File: src/ttc_pkg.sv
/*
 Constants, field positions and carrier types for the triple timer/counter.
 Assumes a single core clock where one machine cycle is one clock period.
*/
// Summary of operation
// RULE1: Three 16-bit timer/counters, each a high and low byte, timer or counter.
// RULE2: Timer operation advances the low byte once every machine cycle.
// RULE3: Counter operation samples the pin each cycle, counts on high-then-low.
// RULE4: A falling edge needs two machine cycles, so half clock rate at most.
// RULE5: The pin source holds each level at least one machine cycle.
// RULE6: Gating bit set: count only while interrupt pin high and run bit set.
// RULE7: Counter-select set counts pin edges; cleared counts the system clock.
// RULE8: Mode 00: high byte counts, low byte is a 5-bit prescaler.
// RULE9: Mode 01: high and low bytes cascade into one 16-bit counter.
// RULE10: Mode 10: low byte counts and reloads from high byte on overflow.
// RULE11: Mode 11: timer 1 stops; timer 0 splits into two 8-bit counters.
// RULE12: Mode fields at bits 5:4 and 1:0; mode register resets to zero.
// RULE13: Run bit set by software enables counting, cleared halts it.
// RULE14: Overflow sets the flag; vectoring to the service routine clears it. Timer 2 has no acknowledge input; its flag clears only by a register write.
// RULE15: 16-bit mode wraps all ones to zero and overflows that same cycle.
package ttc_pkg;
    // Special function register addresses
    localparam logic [7:0] ADDR_T01_CTRL = 8'h88;
    localparam logic [7:0] ADDR_T01_MODE = 8'h89;
    localparam logic [7:0] ADDR_T0_LOW   = 8'h8A;
    localparam logic [7:0] ADDR_T1_LOW   = 8'h8B;
    localparam logic [7:0] ADDR_T0_HIGH  = 8'h8C;
    localparam logic [7:0] ADDR_T1_HIGH  = 8'h8D;
    localparam logic [7:0] ADDR_T2_CTRL  = 8'hC8;
    localparam logic [7:0] ADDR_T2_RLD_L = 8'hCA;
    localparam logic [7:0] ADDR_T2_RLD_H = 8'hCB;
    localparam logic [7:0] ADDR_T2_LOW   = 8'hCC;
    localparam logic [7:0] ADDR_T2_HIGH  = 8'hCD;
    // Control register bits
    localparam int TF1_BIT = 7;
    localparam int TR1_BIT = 6;
    localparam int TF0_BIT = 5;
    localparam int TR0_BIT = 4;
    // Mode register bits
    localparam int TIMER1_GATING_BIT_BIT = 7;
    localparam int CSEL1_BIT = 6;
    localparam int MODE1_LSB = 4;
    localparam int TIMER0_GATING_BIT_BIT = 3;
    localparam int CSEL0_BIT = 2;
    localparam int MODE0_LSB = 0;
    // Timer 2 control bits
    localparam int TF2_BIT   = 7;
    localparam int TR2_BIT   = 2;
    localparam int CSEL2_BIT = 1;
    // Reset values and count constants
    localparam logic [7:0]  MODE_RST  = 8'h00;
    localparam logic [7:0]  CTRL_RST  = 8'h00;
    localparam logic [7:0]  COUNT_RST = 8'h00;
    localparam logic [7:0]  BYTE_ONES = 8'hFF;
    localparam logic [7:0]  BYTE_ONE  = 8'h01;
    localparam logic [15:0] WORD_ONE  = 16'h0001;
    localparam logic [7:0]  RD_NONE   = 8'h00;

    typedef enum logic [1:0] {
        TTC_MODE_13     = 2'b00,
        TTC_MODE_16     = 2'b01,
        TTC_MODE_RELOAD = 2'b10,
        TTC_MODE_SPLIT  = 2'b11
    } ttc_mode_t;

    // Register write request from the core
    typedef struct packed {
        logic       wr;
        logic [7:0] addr;
        logic [7:0] wdata;
    } ttc_sfr_req_t;

    // External pins, all synchronous to clk
    typedef struct packed {
        logic [2:0] count_pin;
        logic       ext_irq1_pin;
        logic       ext_irq0_pin;
    } ttc_pins_t;
endpackage : ttc_pkg

File: src/ttc_top.sv
/*
 Triple timer/counter: timers 0 and 1 with four modes, timer 2 auto-reload.
 Assumes register writes and reads arrive on the core register port, and
 that interrupt vectoring is signalled by one-cycle acknowledge pulses.
*/
`timescale 1ns/100ps
module ttc_top
    import ttc_pkg::*;
#(
    parameter int PRESCALE_BITS = 5
) (
    input  wire logic         clk,
    input  wire logic         reset_n,
    input  wire ttc_sfr_req_t sfr_req,
    output logic [7:0]        sfr_rdata,
    input  wire ttc_pins_t    pins,
    input  wire logic         isr_ack_t0,
    input  wire logic         isr_ack_t1,
    output logic              timer0_overflow_flag,
    output logic              timer1_overflow_flag,
    output logic              timer2_overflow_flag,
    output logic              timer1_ovf_pulse,
    output logic              timer2_ovf_pulse
);
    localparam int PS = PRESCALE_BITS;

    // Prescaler must leave at least one bit above it in the low byte
    if (PS < 1 || PS > 7) begin : g_bad_ps
        $error("PRESCALE_BITS must be 1 to 7");
    end

    logic [7:0] timer01_control, timer01_mode, timer2_control;
    logic [7:0] tl0, th0, tl1, th1, tl2, th2, rl2, rh2;
    logic [2:0] smp, prv;

    // One counting step: returns {overflow, high, low}
    function automatic logic [16:0] tc_step(input ttc_mode_t m,
                                            input logic [7:0] lo,
                                            input logic [7:0] hi,
                                            input logic       inc);
        logic [8+PS:0] p;
        logic [16:0]   w;
        logic [8:0]    l9;
        begin
            p  = {1'b0, hi, lo[PS-1:0]} + (PS+9)'(1);
            w  = {1'b0, hi, lo} + 17'(WORD_ONE);
            l9 = {1'b0, lo} + 9'(BYTE_ONE);
            tc_step = {1'b0, hi, lo};
            if (inc) begin
                case (m)
                    TTC_MODE_13:                                  // RULE8
                        tc_step = {p[8+PS], p[7+PS:PS], lo[7:PS],
                                   p[PS-1:0]};
                    TTC_MODE_16:                                  // RULE9
                        tc_step = w;                              // RULE15
                    TTC_MODE_RELOAD:                              // RULE10
                        tc_step = {l9[8], hi, l9[8] ? hi : l9[7:0]};
                    default:
                        tc_step = {l9[8], hi, l9[7:0]};
                endcase
            end
        end
    endfunction : tc_step

    // Address decode
    wire wr      = sfr_req.wr;
    wire wr_timer01_control = wr && sfr_req.addr == ADDR_T01_CTRL;
    wire wr_timer01_mode = wr && sfr_req.addr == ADDR_T01_MODE;
    wire wr_tl0  = wr && sfr_req.addr == ADDR_T0_LOW;
    wire wr_tl1  = wr && sfr_req.addr == ADDR_T1_LOW;
    wire wr_th0  = wr && sfr_req.addr == ADDR_T0_HIGH;
    wire wr_th1  = wr && sfr_req.addr == ADDR_T1_HIGH;
    wire wr_t2c  = wr && sfr_req.addr == ADDR_T2_CTRL;
    wire wr_rl2  = wr && sfr_req.addr == ADDR_T2_RLD_L;
    wire wr_rh2  = wr && sfr_req.addr == ADDR_T2_RLD_H;
    wire wr_tl2  = wr && sfr_req.addr == ADDR_T2_LOW;
    wire wr_th2  = wr && sfr_req.addr == ADDR_T2_HIGH;
    wire [7:0] wd = sfr_req.wdata;

    // Falling edge: previous sample high, current sample low
    wire [2:0] fall = prv & ~smp;                                 // RULE3

    // Mode register fields
    wire ttc_mode_t m0 = ttc_mode_t'(timer01_mode[MODE0_LSB+1:MODE0_LSB]); // RULE12
    wire ttc_mode_t m1 = ttc_mode_t'(timer01_mode[MODE1_LSB+1:MODE1_LSB]); // RULE12
    wire timer0_gating_bit = timer01_mode[TIMER0_GATING_BIT_BIT];
    wire timer1_gating_bit = timer01_mode[TIMER1_GATING_BIT_BIT];
    wire csel0 = timer01_mode[CSEL0_BIT];
    wire csel1 = timer01_mode[CSEL1_BIT];
    wire csel2 = timer2_control[CSEL2_BIT];
    wire tr0   = timer01_control[TR0_BIT];
    wire tr1   = timer01_control[TR1_BIT];
    wire tr2   = timer2_control[TR2_BIT];

    // Run qualification with optional gating by the interrupt pins
    wire run0 = tr0 && (!timer0_gating_bit || pins.ext_irq0_pin);      // RULE6 RULE13
    wire run1 = tr1 && (!timer1_gating_bit || pins.ext_irq1_pin);      // RULE6 RULE13
    wire inc0 = run0 && (csel0 ? fall[0] : 1'b1);          // RULE2 RULE7
    wire inc1 = run1 && (csel1 ? fall[1] : 1'b1) &&
                m1 != TTC_MODE_SPLIT;                      // RULE7 RULE11
    wire inc2 = tr2 && (csel2 ? fall[2] : 1'b1);           // RULE1

    // Timers 0 and 1 step results
    wire [16:0] st0 = tc_step(m0, tl0, th0, inc0);
    wire [16:0] st1 = tc_step(m1, tl1, th1, inc1);
    wire split0 = m0 == TTC_MODE_SPLIT;
    // Split high byte of timer 0 counts machine cycles under timer 1 run
    wire inc0h  = split0 && tr1;                                  // RULE11
    wire ovf0   = st0[16];
    wire ovf0h  = inc0h && th0 == BYTE_ONES;
    wire ovf1   = st1[16];
    // Timer 1 flag is taken by the split high byte of timer 0
    wire set_tf1 = split0 ? ovf0h : ovf1;                        // RULE11

    // Timer 2: 16-bit count, reload from the reload pair on overflow
    wire [16:0] sum2 = {1'b0, th2, tl2} + 17'(WORD_ONE);
    wire        ovf2 = inc2 && sum2[16];
    wire [15:0] cnt2 = ovf2 ? {rh2, rl2} : (inc2 ? sum2[15:0] : {th2, tl2});

    // Next values, software write taking priority over counting
    wire [7:0] next_tl0 = wr_tl0 ? wd : st0[7:0];
    wire [7:0] next_th0 = wr_th0 ? wd :
                          (split0 ? th0 + (inc0h ? BYTE_ONE : 8'h00)
                                  : st0[15:8]);
    wire [7:0] next_tl1 = wr_tl1 ? wd : st1[7:0];
    wire [7:0] next_th1 = wr_th1 ? wd : st1[15:8];
    wire [7:0] next_tl2 = wr_tl2 ? wd : cnt2[7:0];
    wire [7:0] next_th2 = wr_th2 ? wd : cnt2[15:8];
    wire [7:0] next_timer01_mode = wr_timer01_mode ? wd : timer01_mode;

    // Flags: hardware set wins over software write and vector clear
    logic [7:0] next_timer01_control, next_timer2_control;
    always_comb begin
        next_timer01_control = wr_timer01_control ? wd : timer01_control;
        if (isr_ack_t0)
            next_timer01_control[TF0_BIT] = 1'b0;                            // RULE14
        if (isr_ack_t1)
            next_timer01_control[TF1_BIT] = 1'b0;                            // RULE14
        if (ovf0)
            next_timer01_control[TF0_BIT] = 1'b1;                            // RULE14
        if (set_tf1)
            next_timer01_control[TF1_BIT] = 1'b1;                            // RULE14
        next_timer2_control = wr_t2c ? wd : timer2_control;
        if (ovf2)
            next_timer2_control[TF2_BIT] = 1'b1;
    end

    // Read data select; unmapped addresses read zero
    wire [7:0] a = sfr_req.addr;
    wire [7:0] next_rdata =
        (a == ADDR_T01_CTRL) ? timer01_control  : (a == ADDR_T01_MODE) ? timer01_mode  :
        (a == ADDR_T0_LOW)   ? tl0   : (a == ADDR_T1_LOW)   ? tl1   :
        (a == ADDR_T0_HIGH)  ? th0   : (a == ADDR_T1_HIGH)  ? th1   :
        (a == ADDR_T2_CTRL)  ? timer2_control : (a == ADDR_T2_RLD_L) ? rl2   :
        (a == ADDR_T2_RLD_H) ? rh2   : (a == ADDR_T2_LOW)   ? tl2   :
        (a == ADDR_T2_HIGH)  ? th2   : RD_NONE;

    // Pin samples, one per machine cycle
    always_ff @(posedge clk or negedge reset_n) begin
        if (!reset_n) begin
            smp <= 3'h0;
            prv <= 3'h0;
        end else begin
            smp <= pins.count_pin;                                // RULE3
            prv <= smp;                                           // RULE4
        end
    end

    // Control and mode registers
    always_ff @(posedge clk or negedge reset_n) begin
        if (!reset_n) begin
            timer01_control  <= CTRL_RST;
            timer01_mode  <= MODE_RST;                                    // RULE12
            timer2_control <= CTRL_RST;
        end else begin
            timer01_control  <= next_timer01_control;
            timer01_mode  <= next_timer01_mode;
            timer2_control <= next_timer2_control;
        end
    end

    // Count and reload bytes
    always_ff @(posedge clk or negedge reset_n) begin
        if (!reset_n) begin
            {tl0, th0, tl1, th1} <= {4{COUNT_RST}};
            {tl2, th2, rl2, rh2} <= {4{COUNT_RST}};
        end else begin
            tl0 <= next_tl0;
            th0 <= next_th0;
            tl1 <= next_tl1;
            th1 <= next_th1;
            tl2 <= next_tl2;
            th2 <= next_th2;
            rl2 <= wr_rl2 ? wd : rl2;
            rh2 <= wr_rh2 ? wd : rh2;
        end
    end

    // Registered read data and overflow pulses
    always_ff @(posedge clk or negedge reset_n) begin
        if (!reset_n) begin
            sfr_rdata        <= RD_NONE;
            timer1_ovf_pulse <= 1'b0;
            timer2_ovf_pulse <= 1'b0;
        end else begin
            sfr_rdata        <= next_rdata;
            timer1_ovf_pulse <= ovf1;
            timer2_ovf_pulse <= ovf2;
        end
    end

    // Flags straight from the control registers
    assign timer0_overflow_flag = timer01_control[TF0_BIT];
    assign timer1_overflow_flag = timer01_control[TF1_BIT];
    assign timer2_overflow_flag = timer2_control[TF2_BIT];
endmodule : ttc_top

File: config.mk
export PLATFORM = sky130hd
export DESIGN_NAME = ttc_top
export DESIGN_NICKNAME = d
export VERILOG_FILES = /design/src/ttc_pkg.sv /design/src/ttc_top.sv
export SDC_FILE = /design/constraint.sdc
export NUM_CORES = 1
export LEC_CHECK = 0
export BUFFER_PORTS_ARGS = -buffer_cell sky130_fd_sc_hd__buf_2
export CAP_MARGIN = 10
export CORE_MARGIN = 2
export CORE_UTILIZATION = 55
export DETAILED_ROUTE_END_ITERATION = 7
export PLACE_DENSITY = 0.76
export SETUP_SLACK_MARGIN = 0.02
export SLEW_MARGIN = 20
export SYNTH_ARGS = -nofsm -noshare
export SYNTH_HDL_FRONTEND = slang
export SYNTH_SLANG_ARGS = --single-unit
File: constraint.sdc
create_clock -name clk -period 6.2 [get_ports clk]
set_input_delay 0.31 -clock clk [delete_from_list [all_inputs] [get_ports clk]]
set_output_delay 0.31 -clock clk [all_outputs]
set_load 0.005 [all_outputs]
==> results.md, run 1 <==
* Ant diodes at 0
* Final setup skew at 0.007849 ns
* Worst Hold Path Cells at 1
* Worst-path clk slew at 0.07 ns
* Slowest CP cell: nor3b_2
* Vias in the first global route at 5833
* Net Switching at 661.0 uW
* Post-synth top area share at 0.3814
* Power per cell area at 265.9 nW/um^2
* Total power at 1.959 mW
* CP Depth at 6
* Core ar. at 12060 sq um
* Via count at 6423
* FMAX at 368.1 MHz
* # rows at 40
* Top Metal Used: met4
* All-Layer GR Usage at 0.3284
* Routed len/inst at 22.82 um
* Hpwl dp at 14780 um
* Layout cell share with drive strength beyond 1 at 0.1489
* Cells after synthesis at 753
* Largest cells by area after synthesis: dfrtp_1 (38%), mux2_2 (6.3%), mux2i_1 (4.3%), nor2_1 (4.1%), nand2_1 (3.7%)
* Yosys top cell by area: dfrtp_1
* Startpoint types: register
* IO Count at 39
* Worst Path Arrival at 3.00 ns
* Root Buffer: clkbuf_16
* Yosys reg bits at 104
* Seq/Total Area, Yosys at 0.3814
* Reg2Reg Depth at 6
* Ys async rst share at 1.000
* CP endpoint kind: register
* Residual DRC at 0
* Status: finished, final reports clean
* Min cycle time layout at 2.717 ns
* Metal3 WL at 2155 um
* IO Port Bufs at 38
* CP max stage delay at 0.87 ns
* Setup Viol. Count Final at 0
* Die area at 13310 sq um
* CP delay by family, top: simple AND/OR/NAND/NOR gates
* Number of synthesized flops with an enable pin at 0
* Sink Count at 104
* Post-CTS Setup Repair Bufs at 0
* Routed wire length at 21160 um
* Clock share of power at 0.306
* Leak Pwr at 2.997 nW
* CTS tree: yes
* H-tree Lvls at 3
* TritonCTS Buffers at 9
* Unrepaired setup endpoints after global routing: no
* Cell variety after synth at 73
* Post-CTS sizing at 0
* Area Overhead vs Synth at 7.977%
* FF/Latch Area at 2603 sq um
* Final hold vios at 0
* Nets at 786
* WP buf/inv at 0
* Max-slew violations at 0
* Number of max-cap violations at 0
* Multi-input gate area at 3976 sq um
* Final period utilization at 0.4382
* Die height at 115.4 um
* WP data required at 6.48 ns
* Crit path kind: reg -> reg
* Yosys warning count at 0
* Die W at 115.4 um
* Slew headroom at 0.3085
* Clock Tree Buf Depth at 2
* First-pass GRT wire length at 32890 um
* Fill cells at 1042
* Max rail drop VDD at 0.1458 mV
* Final GP Congestion at 0.9756
* Drt via density at 6.929
* Int Pwr at 1.298 mW
* Antenna violations before repair at 0
* Net Sw Frac at 0.3375
* # hold bufs at CTS at 1
* Initial Utilization at 0.5657
* Clk_lat worst skew at 0.36 ns
* Post-Synthesis Cell Area at 6823 sq um
* Post-Route M1 WL at 8494 um
* Slew @ Worst Pin at 1.033 ns
* Antenna-violating nets left at 0
* Worst-path fanout max at 15
* First-pass DRT Iterations at 5
* DR iter-0 viols at 743
* Pin count of the biggest net entering global routing at 66
* Met2 Routed Length at 9638 um
* Hold WC Path Type: in -> reg
* Top_reg_cell synth: dfrtp_1
* Crit-path cells: ha_1 -> and4_1 -> o2111ai_1 -> nor3b_2 -> mux2_2 -> a31oi_1
* Synth top cells by count: dfrtp_1 (104), nor2_1 (74), nand2_1 (67)
* TNS Setup at 0 ns
* Gate power share at 0.215
* Most common cell in the netlist: dfrtp_1
* Reg power frac at 0.479
* GR Overflow Total at 0
* Syn_nets at 784
* Synth Area per Inst at 9.061 sq um
-- logic make-up (layout without fill, tap and decap cells) --
family,count (synthesis),in the layout,synth area share
AND/OR/NAND/NOR,275,275,0.2087
AO/OA/AOI/OAI,216,216,0.2158
flip-flops,104,104,0.3814
multiplexers,74,74,0.1267
buffers and inverters,62,68,0.03631
XOR/XNOR,17,17,0.02182
adder cells (fa/ha/maj),5,5,0.009169
-- per-layer routing --
metal  vias to the layer above  GRT usage
met4                         0     0.1341
li1                       2846          -
met1                      3118     0.4380
met2                       381     0.5088
met3                        78    0.08856
met5                         -          0
-- area by class of cell --
type,count,area share
clock buffer,13,0.03668
timing repair buffer,43,0.03159
tap,168,0.02853
sequential,104,0.3533
inverter,10,0.005095
multi-input combinational,587,0.5397
clock inverter,2,0.005095
-- layout by cell type, fill, tap and decap left out, types with 10 or more instances in the layout --
cell and count:
xor2_1 13, nor2b_1 11, nand2b_1 10, nor2_1 74, mux2i_1 29, buf_2 37, and4_1 11, mux2_2 38
nand4_1 13, a31oi_1 21, inv_1 10, a21oi_1 44, o21ai_0 37, nand3_1 25, o22ai_1 14, nand2_1 67
dfrtp_1 104, o31ai_1 14, nor3_1 10
-- power groups by stage --
stage,clock network (mW),registers [mW],logic [mW]
2_1_floorplan,0,0.842,0.361
4_1_cts,0.606,0.926,0.415
3_5_place_dp,0,0.938,0.411
5_1_grt,0.635,0.946,0.460
3_3_place_gp,0,0.934,0.397
6_report,0.600,0.939,0.420
-- worst paths after layout --
check                                        start                 end  slack, ns
worst max register to register  tl2[0]$_DFFE_PN0P_  tl2[7]$_DFFE_PN0P_       3.48
min in group asynchronous                  reset_n  th0[1]$_DFFE_PN0P_       0.47
max in group asynchronous                  reset_n  th2[3]$_DFFE_PN0P_       4.52
worst min-delay path                       pins[4]    smp[2]$_DFF_PN0_       0.05
worst max-delay path            tl2[0]$_DFFE_PN0P_  tl2[7]$_DFFE_PN0P_       3.48
worst min register to register    smp[0]$_DFF_PN0_    prv[0]$_DFF_PN0_       0.38
-- per-stage QoR --
stage | utilization | hold slack (ns) | setup WS, ns | instance area, sq um | std cells
after detailed placement | 0.5841 | 0.3292 | 3.571 | 7046 | 911
after global placement | 0.5841 | 0.3189 | 3.689 | 7046 | 911
after global routing | 0.6108 | 0.03815 | 3.337 | 7367 | 927
final | 0.6108 | 0.04920 | 3.483 | 7367 | 927
after floorplan | - | 0.01441 | 4.183 | 6823 | 753
after CTS | 0.6105 | 0.03960 | 3.547 | 7363 | 927
-- flip-flops by register name (all words and copies together), names as in the netlist, 3 cells and up --
register,flops
timer2_control,8
th0,8
timer01_control,8
prv,3
th1,8
timer01_mode,8
th2,8
smp,3
tl1,8
sfr_rdata,8
rl2,8
tl0,8
tl2,8
rh2,8
-- worst register-to-register path: stages, from the launching register on --
cell       delay [ns]
dfrtp_1          0.43
ha_1             0.28
and4_1           0.27
o2111ai_1        0.21
nor3b_2          0.87
mux2_2           0.42
a31oi_1          0.16
(Power assumes the default switching activity.)
==> run 2: changes to the inputs <==
- PLACE_DENSITY: 0.76 -> 0.79
- clock period: 6.2 -> 2.19 ns (I/O delays scaled with it)
==> run 2 against run 1 <==
Effect of this change:
- sequential power increased to 2.7 times the previous value
- clock skew grew 0.00098 ns
- maximum frequency up 29%
- combinational power grew to 3.7 times the previous value
- global-route usage grew 1.7 points
- largest cell class unchanged
- via count rose by 2.9%
- clock power rose to 2.9 times the previous value
- critical path depth unchanged
- hold slack improved by 0.045 ns
==> results.md, run 2 (synthesis results as in run 1) <==
* Status: finished, final reports clean (unchanged)
* Final setup skew at 0.008829 ns (was 0.007849 ns)
* Nets at 841 (was 786)
* Pin count of the biggest net entering global routing at 44 (was 66)
* Multi-input gate area at 4000 sq um (was 3976 sq um)
* H-tree Lvls at 3 (unchanged)
* Clock Tree Buf Depth at 2 (unchanged)
* Slowest CP cell: dfrtp_2 (was nor3b_2)
* Power per cell area at 742.0 nW/um^2 (was 265.9 nW/um^2)
* Residual DRC at 0 (unchanged)
* Gate power share at 0.268 (was 0.215)
* Startpoint types: register (unchanged)
* Grt peak-use layer: met2 (unchanged)
* Fill cells at 976 (was 1042)
* Setup ws final at 0.08140 ns (was 3.483 ns)
* IO Port Bufs at 38 (unchanged)
* Met3 Use GR at 0.1002 (was 0.08856)
* First-pass DRT Iterations at 5 (unchanged)
* Core ar. at 12060 sq um (unchanged)
* Number of max-cap violations at 0 (unchanged)
* DP Cell Count at 961 (was 911)
* First-pass GRT wire length at 35070 um (was 32890 um)
* Commonest non-fill, non-tap cells in the layout: dfrtp_1 (103), nor2_1 (74), nand2_1 (67) (was dfrtp_1 (104), nor2_1 (74), nand2_1 (67))
* Area Overhead vs Synth at 14.74% (was 7.977%)
* Net Switching at 1.956 mW (was 661.0 uW)
* Final period utilization at 0.9628 (was 0.4382)
* WP data required at 2.42 ns (was 6.48 ns)
* Met1 Use GR at 0.4740 (was 0.4380)
* Worst-path clk slew at 0.07 ns (about the same)
* Most common cell after layout, fill and taps aside: dfrtp_1 (unchanged)
* Die W at 115.4 um (unchanged)
* Max rail drop VDD at 0.7427 mV (was 0.1458 mV)
* Antenna violations before repair at 0 (unchanged)
* Layout cell share with drive strength beyond 1 at 0.2076 (was 0.1489)
* Worst-path fanout max at 5 (was 15)
* Layout Cells excl Fill at 982 (was 927)
* Setup Viol. Count Final at 0 (unchanged)
* Worst Path Arrival at 2.34 ns (was 3.00 ns)
* # rows at 40 (unchanged)
* TNS Setup at 0 ns (unchanged)
* Final GP Congestion at 1.012 (was 0.9756)
* Slew @ Worst Pin at 0.7439 ns (was 1.033 ns)
* Initial Utilization at 0.5657 (unchanged)
* Clk_lat worst skew at 0.36 ns (about the same)
* Routed len/inst at 22.26 um (was 22.82 um)
* Reg power frac at 0.435 (was 0.479)
* Min cycle time layout at 2.109 ns (was 2.717 ns)
* Routed wire length at 21860 um (was 21160 um)
* Hold WC Path Type: in -> reg (unchanged)
* TritonCTS Buffers at 9 (unchanged)
* Total power at 5.809 mW (was 1.959 mW)
* IO Count at 39 (unchanged)
* Worst hold slack at 0.09386 ns (was 0.04920 ns)
* Crit path kind: reg -> reg (unchanged)
* Max-slew violations at 0 (unchanged)
* Clock share of power at 0.296 (was 0.306)
* Ant diodes at 0 (unchanged)
* CP endpoint kind: register (unchanged)
* WP buf/inv at 0 (unchanged)
* Final hold vios at 0 (unchanged)
* GR Overflow Total at 0 (unchanged)
* Antenna-violating nets left at 0 (unchanged)
* Root Buffer: clkbuf_16 (unchanged)
* Leak Pwr at 3.278 nW (was 2.997 nW)
* FMAX at 474.2 MHz (was 368.1 MHz)
* FF/Latch Area at 2604 sq um (was 2603 sq um)
* Drt via density at 6.728 (was 6.929)
* Hpwl dp at 15780 um (was 14780 um)
* Crit-path cells: ha_1 -> nand4_1 -> a2111o_1 -> o31ai_1 -> o41ai_1 -> mux2_1 (was ha_1 -> and4_1 -> o2111ai_1 -> nor3b_2 -> mux2_2 -> a31oi_1)
* Slew headroom at 0.5036 (was 0.3085)
* CP delay by family, top: compound AO/OA/AOI/OAI gates (was simple AND/OR/NAND/NOR gates)
* Via count at 6607 (was 6423)
* CTS tree: yes (unchanged)
* CP max stage delay at 0.43 ns (was 0.87 ns)
* Die height at 115.4 um (unchanged)
* Met2 Usage GRT at 0.5138 (was 0.5088)
* Sink Count at 104 (unchanged)
* All-Layer GR Usage at 0.3458 (was 0.3284)
* Unrepaired setup endpoints after global routing: yes (was no)
* Net Sw Frac at 0.3368 (was 0.3375)
* Worst slack at placement at 0.06791 ns (was 3.571 ns)
* Int Pwr at 3.853 mW (was 1.298 mW)
* Die area at 13310 sq um (unchanged)
* DR iter-0 viols at 1012 (was 743)
* Vias in the first global route at 6535 (was 5833)
==> run 2: power groups by stage <==
| stage | clock network (mW) | registers (mW) | logic, mW |
|---|---|---|---|
| 2_1_floorplan | 0 | 2.38 | 1.02 |
| 3_3_place_gp | 0 | 2.51 | 1.41 |
| 3_5_place_dp | 0 | 2.53 | 1.47 |
| 4_1_cts | 1.74 | 2.50 | 1.48 |
| 5_1_grt | 1.82 | 2.56 | 1.69 |
| 6_report | 1.72 | 2.53 | 1.56 |
==> run 2: per-stage QoR <==
step / cell area [sq um] / utilization
finish: 7829 / 0.6491
detailed placement: 7433 / 0.6163
global route: 7829 / 0.6491
CTS: 7792 / 0.6461
floorplan: 6823 / -
global placement: 7433 / 0.6163
==> run 2: layer usage <==
layer / share of wire / vias up
met5: 0 / -
met4: 0.039 / 0
met3: 0.12 / 80
met2: 0.44 / 432
met1: 0.40 / 3142
li1: - / 2953
==> run 2: worst min-delay path: cells and delay by family <==
kind,cells,cell delay [ns]
AOI/OAI and AO/OA,2,0.19
buffers and inverters,1,0.11
==> run 2: path summary, 6_finish.rpt <==
| path | from | end | slack, ns | cells past startpoint |
|---|---|---|---|---|
| worst max-delay path | tl1[0]$_DFFE_PN0P_ | tl1[6]$_DFFE_PN0P_ | 0.08 | 6 |
| worst min-delay path | isr_ack_t1 | timer01_control[7]$_DFFE_PN0P_ | 0.09 | 3 |
| worst max register to register | tl1[0]$_DFFE_PN0P_ | tl1[6]$_DFFE_PN0P_ | 0.08 | 6 |
| worst min register to register | smp[0]$_DFF_PN0_ | prv[0]$_DFF_PN0_ | 0.38 | 0 |
| max in group asynchronous | reset_n | tl2[1]$_DFFE_PN0P_ | 1.19 | 3 |
| min in group asynchronous | reset_n | th0[1]$_DFFE_PN0P_ | 0.28 | 2 |
==> run 2: timing repair <==
action / in CTS / in global routing
gates resized for setup: 0 / 6
setup endpoints to repair: 0 / 15
hold buffers: 5 / 0
hold endpoints to repair: 41 / 0
setup buffers: 0 / 1
==> run 2: layout make-up <==
class / instances / area share
Clock buffer: 9 / 0.02877
Clock inverter: 6 / 0.01071
Inverter: 10 / 0.004795
Multi-Input combinational cell: 587 / 0.5109
Sequential cell: 104 / 0.3326
Tap cell: 168 / 0.02685
Timing Repair Buffer: 98 / 0.08534
